### config.mk
export PLATFORM = sky130hd
export DESIGN_NAME = emu_breakpoint
export DESIGN_NICKNAME = d
export VERILOG_FILES = /design/src/verilog/emu_pkg.sv /design/src/verilog/emu_delay_line.sv /design/src/verilog/emu_trace_fifo.sv /design/src/verilog/emu_breakpoint.sv
export SDC_FILE = /design/constraint.sdc
export NUM_CORES = 1
export LEC_CHECK = 0
export ABC_AREA = 0
export ABC_CLOCK_PERIOD_IN_PS = 4350
export BUFFER_PORTS_ARGS = -buffer_cell sky130_fd_sc_hd__buf_2
export CAP_MARGIN = 20
export CELL_PAD_IN_SITES_DETAIL_PLACEMENT = 1
export CELL_PAD_IN_SITES_GLOBAL_PLACEMENT = 1
export CORE_ASPECT_RATIO = 1.4
export CORE_UTILIZATION = 40
export DETAILED_ROUTE_END_ITERATION = 12
export PLACE_DENSITY = 0.8
export SLEW_MARGIN = 10
export SYNTH_ARGS = -nofsm -noshare
export SYNTH_HDL_FRONTEND = slang
export SYNTH_SLANG_ARGS = --single-unit
### constraint.sdc
create_clock -name pclk -period 4.35 [get_ports pclk]
set_input_delay 0.2175 -clock pclk [delete_from_list [all_inputs] [get_ports pclk]]
set_output_delay 0.2175 -clock pclk [all_outputs]
set_load 0.01 [all_outputs]
### src/verilog/emu_pkg.sv
// Constants, register offsets and field positions for the emulation unit.
// Assumes a 32-bit APB slave with one register per aligned word.
package emu_pkg;

   // ***************************************************************
   // Sizes
   // ***************************************************************
   localparam int ADDR_W      = 16;
   localparam int DATA_W      = 16;
   localparam int TRACE_DEPTH = 16;
   localparam int NUM_PROG    = 3;
   localparam int BREAK_DELAY = 2;   // Instructions between data match and break

   // ***************************************************************
   // Register byte offsets
   // ***************************************************************
   localparam logic [7:0] OFS_PROG_CMP_1   = 8'h00;
   localparam logic [7:0] OFS_PROG_CMP_2   = 8'h04;
   localparam logic [7:0] OFS_PROG_CMP_3   = 8'h08;
   localparam logic [7:0] OFS_PROG_CNT_1   = 8'h0C;
   localparam logic [7:0] OFS_PROG_CNT_2   = 8'h10;
   localparam logic [7:0] OFS_PROG_CNT_3   = 8'h14;
   localparam logic [7:0] OFS_DATA_ADDR    = 8'h18;
   localparam logic [7:0] OFS_DATA_MASK    = 8'h1C;
   localparam logic [7:0] OFS_DATA_VALUE   = 8'h20;
   localparam logic [7:0] OFS_EMU_MODE_REG0        = 8'h24;
   localparam logic [7:0] OFS_FIRST_STATUS_REG      = 8'h28;
   localparam logic [7:0] OFS_STATUS1      = 8'h2C;
   localparam logic [7:0] OFS_TRACE_READ   = 8'h30;

   // ***************************************************************
   // Mode register fields
   // ***************************************************************
   localparam int MODE_READ_ADDR_EN   = 0;
   localparam int MODE_WRITE_ADDR_EN  = 1;
   localparam int MODE_READ_VALUE_EN  = 2;
   localparam int MODE_WRITE_VALUE_EN = 3;
   localparam int MODE_COMBINED_EN    = 4;
   localparam int MODE_SINGLE_STEP    = 5;
   localparam int MODE_BRANCH_BREAK   = 6;
   localparam int MODE_INTR_BREAK     = 7;
   localparam int MODE_LOOP_BREAK     = 8;
   localparam int MODE_TRACE_FULL     = 9;

   // ***************************************************************
   // Status register fields
   // ***************************************************************
   localparam int ST_DATA_VALUE  = 0;
   localparam int ST_DATA_ADDR   = 1;
   localparam int ST_COMBINED    = 2;
   localparam int ST_PROG_FLAG_1 = 5;   // Flags 1..3 occupy bits 5..7
   localparam int ST_PROG_EN_1   = 8;   // Enables 1..3 occupy bits 8..10
   localparam int ST_BRANCH      = 11;
   localparam int ST_INTR        = 12;
   localparam int ST_TRACE_FULL  = 13;
   localparam int ST_STEP        = 14;
   localparam int ST_LOOP        = 15;

   localparam logic [15:0] MODE_RESET   = 16'h0000;
   localparam logic [15:0] STATUS_RESET = 16'h0000;
   localparam logic [15:0] EMPTY_ENTRY  = 16'hFFFF;

endpackage

### src/verilog/emu_delay_line.sv
// Fixed delay of a single-bit request, counted in retired instructions.
// Assumes instr_done pulses once per completed instruction.
`timescale 1ns/1ps
`default_nettype none
module emu_delay_line
   import emu_pkg::*;
#(
   parameter int STAGES = BREAK_DELAY
)
(
   // Clock and reset
   input  wire logic pclk,
   input  wire logic presetn,
   // Request
   input  wire logic instr_done,
   input  wire logic req_in,
   output logic      req_out
);

   initial
   begin
      if (STAGES < 2)
         $error("emu_delay_line needs at least two stages");
   end

   logic [STAGES-1:0] pipe_reg;

   // Shift on each retired instruction; new request joins the head
   always_ff @(posedge pclk or negedge presetn)
   begin
      if (!presetn)
         pipe_reg <= '0;
      else if (instr_done)
         pipe_reg <= {pipe_reg[STAGES-2:0], req_in};
      else if (req_in)
         pipe_reg[0] <= 1'b1;
   end

   assign req_out = pipe_reg[STAGES-1] & instr_done;

endmodule
`default_nettype wire

### src/verilog/emu_trace_fifo.sv
// Sixteen-entry discontinuity trace store with tag bit, read newest first.
// Assumes one push and at most one pop per cycle.
`timescale 1ns/1ps
`default_nettype none
module emu_trace_fifo
   import emu_pkg::*;
#(
   parameter int DEPTH = TRACE_DEPTH,
   parameter int WIDTH = ADDR_W
)
(
   // Clock and reset
   input  wire logic             pclk,
   input  wire logic             presetn,
   // Record side
   input  wire logic             push,
   input  wire logic [WIDTH-1:0] push_addr,
   input  wire logic             push_tag,
   // Readout side
   input  wire logic             pop,
   output logic      [WIDTH-1:0] head_addr,
   output logic                  head_tag,
   output logic                  full
);

   initial
   begin
      // Empty pattern is only as wide as the package constant
      if (DEPTH < 2 || WIDTH < 1 || WIDTH > $bits(EMPTY_ENTRY))
         $error("emu_trace_fifo parameters out of range");
   end

   logic [WIDTH:0] mem_reg [DEPTH];
   logic [$clog2(DEPTH+1)-1:0] count_reg;

   // Shift register, newest at index 0
   always_ff @(posedge pclk or negedge presetn)
   begin
      if (!presetn)
      begin
         for (int i = 0; i < DEPTH; i++)
            mem_reg[i] <= {1'b1, EMPTY_ENTRY[WIDTH-1:0]};
         count_reg <= '0;
      end
      else if (push)
      begin
         mem_reg[0] <= {push_tag, push_addr};
         for (int i = 1; i < DEPTH; i++)
            mem_reg[i] <= mem_reg[i-1];
         if (count_reg != DEPTH[$bits(count_reg)-1:0])
            count_reg <= count_reg + 1'b1;
      end
      else if (pop)
      begin
         for (int i = 0; i < DEPTH-1; i++)
            mem_reg[i] <= mem_reg[i+1];
         mem_reg[DEPTH-1] <= {1'b1, EMPTY_ENTRY[WIDTH-1:0]};
         if (count_reg != '0)
            count_reg <= count_reg - 1'b1;
      end
   end

   assign head_addr = mem_reg[0][WIDTH-1:0];
   assign head_tag  = mem_reg[0][WIDTH];
   assign full      = (count_reg == DEPTH[$bits(count_reg)-1:0]);

endmodule
`default_nettype wire

### src/verilog/emu_breakpoint.sv
// Emulation unit: breakpoint conditions, trace buffer and APB registers.
// Assumes core strobes are synchronous to pclk and one cycle wide.
// Operation
// - Three program address comparators, each with an occurrence counter.
// - Fetch address match decrements the paired counter.
// - Match leaving counter at zero requests the breakpoint interrupt.
// - Count 0 or 1 breaks every fetch; n breaks on nth.
// - Writing 0 to an enable bit disables that program breakpoint.
// - Per-comparator flag shows which program match caused the break.
// - Data address equal to compare register starts data address break.
// - Mask register excludes address bits from data address compare.
// - Data value match only on memory transactions.
// - Combine bit enables combined break; flagged in combined status bit.
// - Data breaks after transaction; program breaks during fetch.
// - Data value break lands two instructions later.
// - Data address break delayed to the same two instructions.
// - Single step re-breaks after one instruction on handler return.
// - Break on branches, calls, returns, PC writes, interrupts except trap.
// - Break on block-repeat wrap from last to first address.
// - Any met condition asserts the breakpoint interrupt.
// - Sixteen-entry buffer holds discontinuity addresses only.
// - Discontinuity addresses kept last-in first-out.
// - Trace-full break option, else keep last 16; read leaves ones.
// - Trace readout returns newest entry then advances with its tag.
`timescale 1ns/1ps
`default_nettype none
module emu_breakpoint
   import emu_pkg::*;
(
   // APB slave
   input  wire logic        pclk,
   input  wire logic        presetn,
   input  wire logic        psel,
   input  wire logic        penable,
   input  wire logic        pwrite,
   input  wire logic [7:0]  paddr,
   input  wire logic [31:0] pwdata,
   output logic      [31:0] prdata,
   output logic             pready,
   output logic             pslverr,
   // Core fetch side
   input  wire logic              fetch_valid,
   input  wire logic [ADDR_W-1:0] fetch_addr,
   input  wire logic              instr_done,
   // Core data side
   input  wire logic              data_valid,
   input  wire logic              data_write,
   input  wire logic              data_mem,
   input  wire logic [ADDR_W-1:0] data_addr,
   input  wire logic [DATA_W-1:0] data_bus,
   // Core flow events
   input  wire logic              branch_taken,
   input  wire logic              intr_start,
   input  wire logic              intr_is_trap,
   input  wire logic              loop_wrap,
   input  wire logic [ADDR_W-1:0] flow_addr,
   input  wire logic              flow_two_word,
   input  wire logic              handler_active,
   input  wire logic              handler_return,
   // Breakpoint interrupt to core
   output logic                   breakpoint_interrupt
);

   // ***************************************************************
   // Registers
   // ***************************************************************
   logic [ADDR_W-1:0] prog_cmp_reg [NUM_PROG];
   logic [15:0]       prog_match_counter_reg [NUM_PROG];
   logic [ADDR_W-1:0] data_addr_compare_reg;
   logic [ADDR_W-1:0] data_addr_mask_reg;
   logic [DATA_W-1:0] data_value_compare_reg;
   logic [15:0]       emu_mode_reg0_reg;
   logic [15:0]       first_status_reg_reg;
   logic              step_armed_reg;
   logic              bi_reg;

   // Bus decode
   wire access   = psel & penable;
   wire wr_en    = access & pwrite;
   wire rd_en    = access & ~pwrite;
   wire hit_mode = (paddr == OFS_EMU_MODE_REG0);
   wire hit_stat = (paddr == OFS_FIRST_STATUS_REG);
   wire hit_dadr = (paddr == OFS_DATA_ADDR);
   wire hit_dmsk = (paddr == OFS_DATA_MASK);
   wire hit_dval = (paddr == OFS_DATA_VALUE);
   wire hit_trc  = (paddr == OFS_TRACE_READ);

   function automatic logic [7:0] cmp_ofs(input int idx);
      cmp_ofs = OFS_PROG_CMP_1 + 8'(4 * idx);
   endfunction

   function automatic logic [7:0] cnt_ofs(input int idx);
      cnt_ofs = OFS_PROG_CNT_1 + 8'(4 * idx);
   endfunction

   // Mode bits
   wire rd_addr_en   = emu_mode_reg0_reg[MODE_READ_ADDR_EN];
   wire wr_addr_en   = emu_mode_reg0_reg[MODE_WRITE_ADDR_EN];
   wire rd_value_en  = emu_mode_reg0_reg[MODE_READ_VALUE_EN];
   wire wr_value_en  = emu_mode_reg0_reg[MODE_WRITE_VALUE_EN];
   wire comb_en      = emu_mode_reg0_reg[MODE_COMBINED_EN];
   wire step_en      = emu_mode_reg0_reg[MODE_SINGLE_STEP];
   wire br_break_en  = emu_mode_reg0_reg[MODE_BRANCH_BREAK];
   wire int_break_en = emu_mode_reg0_reg[MODE_INTR_BREAK];
   wire lp_break_en  = emu_mode_reg0_reg[MODE_LOOP_BREAK];
   wire tf_break_en  = emu_mode_reg0_reg[MODE_TRACE_FULL];

   // ***************************************************************
   // Program address breakpoints
   // ***************************************************************
   logic [NUM_PROG-1:0] prog_hit;
   logic [NUM_PROG-1:0] prog_fire;
   logic [NUM_PROG-1:0] prog_en;

   // Compare each fetch against the three addresses
   always_comb
   begin
      for (int i = 0; i < NUM_PROG; i++)
      begin
         prog_en[i]   = first_status_reg_reg[ST_PROG_EN_1 + i];
         prog_hit[i]  = fetch_valid & ~handler_active & prog_en[i] & (fetch_addr == prog_cmp_reg[i]);
         // Zero after decrement, or already 0
         prog_fire[i] = prog_hit[i] & (prog_match_counter_reg[i] <= 16'h0001);
      end
   end

   // Comparator and counter registers
   always_ff @(posedge pclk or negedge presetn)
   begin
      if (!presetn)
      begin
         for (int i = 0; i < NUM_PROG; i++)
         begin
            prog_cmp_reg[i]           <= '0;
            prog_match_counter_reg[i] <= '0;
         end
      end
      else
      begin
         for (int i = 0; i < NUM_PROG; i++)
         begin
            if (wr_en && paddr == cmp_ofs(i))
               prog_cmp_reg[i] <= pwdata[ADDR_W-1:0];
            // Counter moves on write or match only
            if (wr_en && paddr == cnt_ofs(i))
               prog_match_counter_reg[i] <= pwdata[15:0];
            // Decrement on match, floor at zero
            else if (prog_hit[i] && prog_match_counter_reg[i] > 16'h0001)
               prog_match_counter_reg[i] <= prog_match_counter_reg[i] - 16'h0001;
            else if (prog_hit[i] && prog_match_counter_reg[i] == 16'h0001)
               prog_match_counter_reg[i] <= 16'h0000;
         end
      end
   end

   // ***************************************************************
   // Data address and value breakpoints
   // ***************************************************************
   // Masked bits are don't-care
   wire addr_eq = ((data_addr ^ data_addr_compare_reg) & ~data_addr_mask_reg) == '0;
   wire addr_hit = data_valid & ~handler_active & addr_eq &
                   (data_write ? wr_addr_en : rd_addr_en);
   // Value match on memory transactions only
   wire value_hit = data_valid & data_mem & ~handler_active & (data_bus == data_value_compare_reg) &
                    (data_write ? wr_value_en : rd_value_en);
   // Combined mode needs both at once
   wire comb_hit   = comb_en & addr_hit & value_hit;
   wire addr_solo  = ~comb_en & addr_hit;
   wire value_solo = ~comb_en & value_hit;

   logic addr_late;
   logic value_late;
   logic comb_late;

   emu_delay_line #(.STAGES(BREAK_DELAY)) addr_delay (
      .pclk       (pclk),
      .presetn    (presetn),
      .instr_done (instr_done),
      .req_in     (addr_solo),
      .req_out    (addr_late)
   );

   emu_delay_line #(.STAGES(BREAK_DELAY)) value_delay (
      .pclk       (pclk),
      .presetn    (presetn),
      .instr_done (instr_done),
      .req_in     (value_solo),
      .req_out    (value_late)
   );

   emu_delay_line #(.STAGES(BREAK_DELAY)) comb_delay (
      .pclk       (pclk),
      .presetn    (presetn),
      .instr_done (instr_done),
      .req_in     (comb_hit),
      .req_out    (comb_late)
   );

   // ***************************************************************
   // Flow events and trace
   // ***************************************************************
   // Branch, non-trap interrupt and loop wrap events
   wire br_fire   = br_break_en & branch_taken & ~handler_active;
   wire int_fire  = int_break_en & intr_start & ~intr_is_trap & ~handler_active;
   wire loop_fire = lp_break_en & loop_wrap & ~handler_active;

   // Only discontinuities outside handler, no traps
   wire trace_push = ~handler_active & (branch_taken | (intr_start & ~intr_is_trap) | loop_wrap);
   wire trace_pop  = rd_en & hit_trc;
   logic [ADDR_W-1:0] trace_head;
   logic              trace_tag;
   logic              trace_full;
   logic              trace_full_d_reg;

   emu_trace_fifo #(.DEPTH(TRACE_DEPTH), .WIDTH(ADDR_W)) trace (
      .pclk      (pclk),
      .presetn   (presetn),
      .push      (trace_push),
      .push_addr (flow_addr),
      .push_tag  (~flow_two_word),
      .pop       (trace_pop),
      .head_addr (trace_head),
      .head_tag  (trace_tag),
      .full      (trace_full)
   );

   // Break on the cycle the buffer becomes full
   wire tf_fire = tf_break_en & trace_full & ~trace_full_d_reg;

   // Arm on handler return, fire after one instruction
   wire step_fire = step_armed_reg & instr_done;

   wire any_fire = (|prog_fire) | addr_late | value_late | comb_late |
                   br_fire | int_fire | loop_fire | tf_fire | step_fire;

   always_ff @(posedge pclk or negedge presetn)
   begin
      if (!presetn)
      begin
         step_armed_reg   <= 1'b0;
         bi_reg           <= 1'b0;
         trace_full_d_reg <= 1'b0;
      end
      else
      begin
         trace_full_d_reg <= trace_full;
         bi_reg           <= any_fire;
         if (handler_return && step_en)
            step_armed_reg <= 1'b1;
         else if (instr_done)
            step_armed_reg <= 1'b0;
      end
   end

   assign breakpoint_interrupt = bi_reg;

   // ***************************************************************
   // Status, mode and data compare registers
   // ***************************************************************
   // Cause bits: hardware set wins over software clear
   wire [15:0] cause_set = {loop_fire, step_fire, tf_fire, int_fire, br_fire, 3'b000,
                            prog_fire, 2'b00, comb_late, addr_late, value_late};
   // Enables stay software-only; only cause bits are hardware-set
   wire [15:0] en_mask   = 16'h0700;
   wire [15:0] status_next = (wr_en && hit_stat)
                             ? ((pwdata[15:0] | cause_set) & ~16'h00E0) | (pwdata[15:0] & 16'h00E0) | cause_set
                             : first_status_reg_reg | (cause_set & ~en_mask);

   always_ff @(posedge pclk or negedge presetn)
   begin
      if (!presetn)
      begin
         emu_mode_reg0_reg      <= MODE_RESET;
         first_status_reg_reg   <= STATUS_RESET;
         data_addr_compare_reg  <= '0;
         data_addr_mask_reg     <= '0;
         data_value_compare_reg <= '0;
      end
      else
      begin
         // Enables written, flags set by match
         first_status_reg_reg <= status_next;
         if (wr_en && hit_mode)
            emu_mode_reg0_reg <= pwdata[15:0];
         if (wr_en && hit_dadr)
            data_addr_compare_reg <= pwdata[ADDR_W-1:0];
         if (wr_en && hit_dmsk)
            data_addr_mask_reg <= pwdata[ADDR_W-1:0];
         if (wr_en && hit_dval)
            data_value_compare_reg <= pwdata[DATA_W-1:0];
      end
   end

   // ***************************************************************
   // APB read mux
   // ***************************************************************
   logic [15:0] rd_word;
   logic        rd_known;

   always_comb
   begin
      rd_word  = 16'h0000;
      rd_known = 1'b1;
      case (paddr)
         OFS_PROG_CMP_1: rd_word = prog_cmp_reg[0];
         OFS_PROG_CMP_2: rd_word = prog_cmp_reg[1];
         OFS_PROG_CMP_3: rd_word = prog_cmp_reg[2];
         OFS_PROG_CNT_1: rd_word = prog_match_counter_reg[0];
         OFS_PROG_CNT_2: rd_word = prog_match_counter_reg[1];
         OFS_PROG_CNT_3: rd_word = prog_match_counter_reg[2];
         OFS_DATA_ADDR:  rd_word = data_addr_compare_reg;
         OFS_DATA_MASK:  rd_word = data_addr_mask_reg;
         OFS_DATA_VALUE: rd_word = data_value_compare_reg;
         OFS_EMU_MODE_REG0:      rd_word = emu_mode_reg0_reg;
         OFS_FIRST_STATUS_REG:    rd_word = first_status_reg_reg;
         OFS_STATUS1:    rd_word = {15'h0000, trace_tag};
         OFS_TRACE_READ: rd_word = trace_head;
         default:        rd_known = 1'b0;
      endcase
   end

   // Zero-wait slave; unmapped addresses error
   assign pready  = 1'b1;
   assign pslverr = access & ~rd_known;

   always_ff @(posedge pclk or negedge presetn)
   begin
      if (!presetn)
         prdata <= 32'h0000_0000;
      else if (psel && !penable && !pwrite)
         prdata <= {16'h0000, rd_word};
   end

   // ***************************************************************
   // Checks
   // ***************************************************************
   prog_count_a: assert property (@(posedge pclk) disable iff (!presetn)
      (prog_hit[1] && !(wr_en && paddr == cnt_ofs(1)) && prog_match_counter_reg[1] > 16'h0001)
      |=> prog_match_counter_reg[1] == $past(prog_match_counter_reg[1]) - 16'h0001)
      else $error("counter did not decrement");

   prog_hold_a: assert property (@(posedge pclk) disable iff (!presetn)
      (!prog_hit[1] && !(wr_en && paddr == cnt_ofs(1))) |=> $stable(prog_match_counter_reg[1]))
      else $error("counter moved without cause");

   prog_break_a: assert property (@(posedge pclk) disable iff (!presetn)
      prog_fire[1] |=> breakpoint_interrupt && first_status_reg_reg[ST_PROG_FLAG_1 + 1])
      else $error("program match did not break");

   prog_off_a: assert property (@(posedge pclk) disable iff (!presetn)
      !first_status_reg_reg[ST_PROG_EN_1 + 1] |-> !prog_hit[1])
      else $error("disabled comparator matched");

   value_latency_a: assert property (@(posedge pclk) disable iff (!presetn)
      value_late |=> breakpoint_interrupt && first_status_reg_reg[ST_DATA_VALUE])
      else $error("value break not raised");

   nonmem_value_a: assert property (@(posedge pclk) disable iff (!presetn)
      (data_valid && !data_mem) |-> !value_hit)
      else $error("value match outside memory access");

   comb_flag_a: assert property (@(posedge pclk) disable iff (!presetn)
      comb_late |=> first_status_reg_reg[ST_COMBINED] && breakpoint_interrupt)
      else $error("combined break not flagged");

   step_break_a: assert property (@(posedge pclk) disable iff (!presetn)
      (step_armed_reg && instr_done && !handler_return) |=> breakpoint_interrupt && !step_armed_reg)
      else $error("single step missed");

   any_break_a: assert property (@(posedge pclk) disable iff (!presetn)
      (br_fire || loop_fire || int_fire) |=> breakpoint_interrupt)
      else $error("flow event did not break");

endmodule
`default_nettype wire

Word-level counts from Yosys, hierarchy flattened

Cells that the tools add are included.

Output and inout port bits: 35
Bits in latches: 0
Input port bits: 121
Bits in writable memories: 0
Memories: 0
Flip-flop bits (word level): 478
Bits in read-only memories: 0
Logic and storage cells: 201

Multiplexer cells: 28
Multipliers: 0
Divide/modulo/power cells: 0
$add $sub $neg: 5
Shift operators: 0
Eq/ne operators: 22
Reduce and logical (&&, ||, !) cells: 37
Magnitude comparators: 6
Bitwise gates (word level): 65

Operators by type and width:

| cell                                                                               | count |
|---|---|
| 272-bit 2-to-1 mux                                                                 | 2 |
| 16-bit one-hot mux with 13 select lines                                            | 1 |
| 16-bit 2-to-1 mux                                                                  | 10 |
| 16-bit == test                                                                     | 4 |
| 16-bit by 1-bit == test with 1-bit output (second input constant)                  | 3 |
| 16-bit by 1-bit > comparator with 1-bit output (second input constant)             | 3 |
| 16-bit by 1-bit less-or-equal comparator with 1-bit output (second input constant) | 3 |
| 16-bit OR                                                                          | 3 |
| 16-bit by 1-bit subtractor with 16-bit output (second input constant)              | 3 |
| 1-bit AND                                                                          | 41 |
| 8-bit by 6-bit == test with 1-bit output (second input constant)                   | 5 |
| 8-bit by 5-bit == test with 1-bit output (second input constant)                   | 4 |
| 1-bit logical AND                                                                  | 20 |
| 5-bit 2-to-1 mux                                                                   | 4 |
| 16-bit AND                                                                         | 1 |
| 8-bit by 4-bit == test with 1-bit output (second input constant)                   | 2 |
| 16-bit zero test                                                                   | 1 |
| 16-bit inverter                                                                    | 1 |
| 16-bit by 8-bit OR with 16-bit output                                              | 1 |
| 16-bit XOR                                                                         | 1 |
| 13-bit OR reduction                                                                | 1 |
| 2-bit nonzero test                                                                 | 6 |
| 1-bit 2-to-1 mux                                                                   | 11 |
| 1-bit OR                                                                           | 10 |
| 13 further kinds                                                                   | 22 |

Depth between registers and ports, before layout

Depth after elaboration: 14
Mapped depth: 11
Depth with buffers taken out: 9

Cells and area by module

A second synthesis with hierarchy kept.

Cells, all modules: 2450
Area total of the unflattened synthesis: 25051.5 um^2

By module, submodules not included:

| module         | cells an instance | times used | area each (um^2) | sequential area each (um^2) |
|---|---|---|---|---|
| emu_trace_fifo | 1231              | 1          | 13091.3          | 7272.0 |
| emu_breakpoint | 1201              | 1          | 11708.7          | 4879.7 |
| emu_delay_line | 6                 | 3          | 83.8             | 50.0 |

Worst setup path before layout

OpenSTA, ideal clock, no wires.

Path kind: in2reg
Start: input port intr_is_trap
End: register trace.count_reg[4]
Path buffers: 2
Stages on the path: 11
Arrival time: 2.288 ns
Slack: 1.939 ns
Library setup time: 0.123 ns
Required time: 4.227 ns
Cell sequence: nand2b_1 -> a21oi_1 -> inv_2 -> clkbuf_1 -> buf_1 -> fa_1 -> a21o_1 -> a21oi_1 -> xnor2_1 -> nand2_1 -> xnor2_1

Cells in the longest elaborated chain, start to end: 7
Elaborated cells between the ends (all ways): 10
Classes of those cells: 1 x eq/ne; 1 x mux; 5 x bitwise; 3 x reduce/logical

RTL lines:

| item                                                          | line                  | source |
|---|---|---|
| start: declaration                                            | emu_breakpoint.sv:54  | `input wire logic intr_is_trap,` |
| 1-bit inverter *                                              | emu_breakpoint.sv:208 | `wire trace_push = ~handler_active & (branch_taken \| (intr_start & ~intr_is_trap) \| loop_wrap);` |
| 1-bit AND *                                                   | emu_breakpoint.sv:208 |  |
| 1-bit OR * (2 in series)                                      | emu_breakpoint.sv:208 |  |
| 1-bit AND *                                                   | emu_breakpoint.sv:208 |  |
| 2-bit != test (no line) or 2-bit nonzero test (tied branches) | --                    |  |
| 3-bit AND reduction (no line)                                 | --                    |  |
| end signal: assignment                                        | emu_trace_fifo.sv:51  | `count_reg <= count_reg + 1'b1;` |
| end signal: assignment                                        | emu_trace_fifo.sv:59  | `count_reg <= count_reg - 1'b1;` |
| end: declaration                                              | emu_trace_fifo.sv:34  | `logic [$clog2(DEPTH+1)-1:0] count_reg;` |

Mark *: on every way between the ends. The rest lies on a longest branch, timed or not.
A chain may end at the register's enable or synchronous reset.

Worst setup path in the final report

Start: register prog_match_counter_reg[17] in the netlist's numbering
End: register prog_match_counter_reg[27] in the netlist's numbering

Cells in the longest elaborated chain, start to end: 4
Elaborated cells between the ends (all ways): 8
Classes of those cells: 1 x add/sub; 1 x order compare; 1 x eq/ne; 2 x mux; 3 x reduce/logical

RTL lines:

| item                                           | line                  | source |
|---|---|---|
| start: declaration                             | emu_breakpoint.sv:68  | `logic [15:0] prog_match_counter_reg [NUM_PROG];` |
| start signal: indexed assignment               | emu_breakpoint.sv:146 | `prog_match_counter_reg[i] <= pwdata[15:0];` |
| start signal: indexed assignment               | emu_breakpoint.sv:149 | `prog_match_counter_reg[i] <= prog_match_counter_reg[i] - 16'h0001;` |
| 16-bit by 1-bit > comparator with 1-bit output | emu_breakpoint.sv:148 | `else if (prog_hit[i] && prog_match_counter_reg[i] > 16'h0001)` |
| 1-bit logical AND                              | emu_breakpoint.sv:148 |  |
| 16-bit 2-to-1 mux                              | emu_breakpoint.sv:148 |  |
| 16-bit 2-to-1 mux                              | emu_breakpoint.sv:145 | `if (wr_en && paddr == cnt_ofs(i))` |

Parallel ways exist; a longest one is shown, timed or not.

==> results.yml <==
outcome:
  status: "completed"
final_layout:
  drive_gt1_share_pct: 24.9
  seqCellArea_um2: 12300
  multiInputGateArea_um2: 11400
  nNetsFinal: 2865
  final_area_um2: 27900
  area_delta_synth_final_pct: 12.7
  fin_util_pct: 45.7
  largest_register_ffs: 255
  fillers: 7059
clock_network:
  clk_pin_slew_ps: 60
  cts_root_buf: "clkbuf_16"
  clockBufferDepth: 3
  cts_made_buffers: 53
  clkSinkCount: 478
  h-tree-depth: 2
  cts_tree: "done"
  clock_latency_ps: 620
setup_path:
  crit_required_ps: 4880
  crit_chain: "inv_1 -> ha_1 -> o2111ai_1 -> nor2_1 -> nand4b_1 -> or3_1 -> o22ai_1"
  r2r_setup_slack_ps: 1220
  path_class: "reg2reg"
  cp-end-kind: "flip-flop"
  arrival_ps: 3660
  max_stage_delay_ps: 570
  crit_path_top_delay_cell: "dfrtp_1"
  cp_max_fo: 10
  setup.worst_path.start_class: "flip-flop"
floorplanning:
  io_pins: 156
  die_area_um2: 62900
  dieHeight_um: 296
  start_util_pct: 40.6
  fp-row-count: 107
  core_um2: 61000
  die_w_um: 212
sta:
  worst_pin_slew_ps: 1130
  setup_viol: 0
  final_max_slew_viol_count: 0
  slew_headroom_pct: 25.0
  setup_ws_ps: 1220
  min_period_ps: 3130
  fin_setup_tns_ps: 0
  timing.fmax_mhz: 319
  fin_hold_ws_ps: 8.02
  fin_worst_skew_ps: 12.2
  rsz0062_at_grt: "no"
  fin_crit_sh_pct: 72.1
  hold_viol: 0
drt:
  routed_wl_um: 89400
  drt_first_pass_iters: 6
  drt-initial-drc-count: 1534
  viasPerCell: 5.80
  ant_nets: 0
  drc: 0
  avgRoutedWirePerCell_um: 24.8
  vias: 20871
synthesis:
  ys_seq_area_share_pct: 49.7
  synthDistinctLibCells: 84
  syn-cell-area_um2: 24800
  ys_ff_latch: 478
  ys_warn_count: 0
  synthFlopType: "dfstp_2"
  synthArstFlopShare_pct: 100
  avgSynthCellArea_um2: 9.22
  netlist_instances: 2688
  synth-edff-count: 0
pwr:
  p_clk_share_pct: 37.6
  internal_power_mw: 8.75
  p_sw_mw: 3.54
  power_density_nw_per_um2: 440
  p_sw_share_pct: 28.8
  p_leak_nw: 12.2
  p_seq_share_pct: 48.2
  power_frac_comb_pct: 14.2
  ir_drop_uv: 298
global_route:
  antenna_found_initial: 1
  grt_pass1_wl_um: 136000
  grt_pass1_vias: 21841
  gr-total-overflow: 0
  grt_start_max_net_pins: 257
  grt_usage_pct: 28.7
place:
  pre_cts_ws_ps: 1230
  gp_congestion: 0.995
  port_buffers: 122
  hpwl_um: 62900
  dpl_cell_area_um2: 25900
job:
  cap_violations: 0
hold_path:
  hold_class: "in2reg"
logic make-up (layout without fill, tap and decap cells):
logic type	Yosys count	in the layout	synth area share, %
buf+inv	225	300	4.56
fa+ha+maj	10	10	0.535
other cells	2	20	0.0303
mux	157	157	7.19
flops	478	478	49.7
compound gates	529	529	14.3
xor+xnor	86	86	3.04
simple gates	1201	1201	20.6
metal layers:
layer	track usage, %	routed length (um)	vias up
met4	20.4	7320	0
met3	3.81	3580	236
met5	0	0	-
met1	32.6	33900	10622
met2	49.7	44500	552
li1	-	-	9461
placed cells by master, fill, tap and decap left out, drive strengths merged, types with 54 or more instances in the layout:
| cell type | count |
|---|---|
| buf | 166 |
| dfstp | 272 |
| nor2 | 326 |
| mux2 | 128 |
| nand3 | 60 |
| nand2 | 656 |
| a31oi | 264 |
| clkbuf | 76 |
| xnor2 | 54 |
| dfrtp | 206 |
critical path, delay by kind of cell, from the launching register on:
kind	cells	cell delay, ps
AND/OR/NAND/NOR	3	1360
AO/OA/AOI/OAI	2	720
flip-flops	1	570
adder cells (fa/ha/maj)	1	280
buffers and inverters	1	120
power by group through the flow:
stage          sequential, mW  combinational, mW  clock (mW)
2_1_floorplan            5.80               1.25           0
3_5_place_dp             5.99               1.74           0
4_1_cts                  5.93               1.77        4.72
6_report                 5.93               1.74        4.62
3_3_place_gp             5.93               1.62           0
5_1_grt                  6.02               1.97        4.87
synth_stat cells (6+ instances only):
master	n	share of area [%]
o211ai_1	32	0.97
nor2_1	325	4.9
o21ai_0	43	0.87
nand4_1	14	0.35
o21a_1	8	0.24
dfrtp_1	206	21
nand2_1	656	9.9
mux2_2	127	5.8
a32oi_1	10	0.35
a22oi_1	36	1.1
or3_1	12	0.30
nor2b_1	11	0.28
buf_1	6	0.091
nor4_1	14	0.35
clkbuf_1	99	1.5
o22a_1	18	0.64
ha_1	9	0.45
mux2i_1	25	1.0
a22o_1	8	0.28
a21oi_1	28	0.57
xor2_1	32	1.1
and2_1	14	0.35
buf_4	43	1.3
inv_1	13	0.20
a221oi_1	8	0.28
a31oi_1	264	6.7
and3_1	8	0.20
xnor2_1	54	1.9
o22ai_1	22	0.56
nand3_1	59	1.2
buf_2	57	1.2
nor3_1	28	0.57
nor3_2	6	0.24
dfstp_2	272	29
nand3b_1	7	0.21
or4_1	9	0.27
stage by stage:
step                std cells  power (mW)
global placement         3475        7.55
finish                   3598        12.3
detailed placement       3475        7.73
global route             3595        12.9
floorplan                2703        7.05
CTS                      3595        12.4
worst paths after layout:
path                                                        startpoint                                     end  cells past startpoint
worst max-delay path            prog_match_counter_reg[17]$_DFFE_PN0P_  prog_match_counter_reg[27]$_DFFE_PN0P_                      7
worst max register to register  prog_match_counter_reg[17]$_DFFE_PN0P_  prog_match_counter_reg[27]$_DFFE_PN0P_                      7
min in group asynchronous                                      presetn  prog_match_counter_reg[35]$_DFFE_PN0P_                      2
worst min-delay path                                      flow_addr[6]          trace.head_addr[6]$_DFFE_PN1P_                      3
worst min register to register                   prdata[9]$_DFFE_PN0P_                   prdata[9]$_DFFE_PN0P_                      2
max in group asynchronous                                      presetn       emu_mode_reg0_reg[10]$_DFFE_PN0P_                      3
what timing repair did:
item	CTS	global route
hold buffers	21	0
setup buffers	0	0
hold endpoints to repair	123	0
resized for setup	0	0
cell type report:
class / instances / share of cell area, %
flip-flops and latches: 478 / 44.1
clock buffers: 76 / 5.54
inverters: 14 / 0.215
clock inverters: 23 / 0.829
repair buffers: 187 / 4.70
well taps: 817 / 3.66
diodes: 3 / 0.0269
multi-input cells: 2000 / 41.0
No activity file was read; power rests on OpenSTA's default activity.
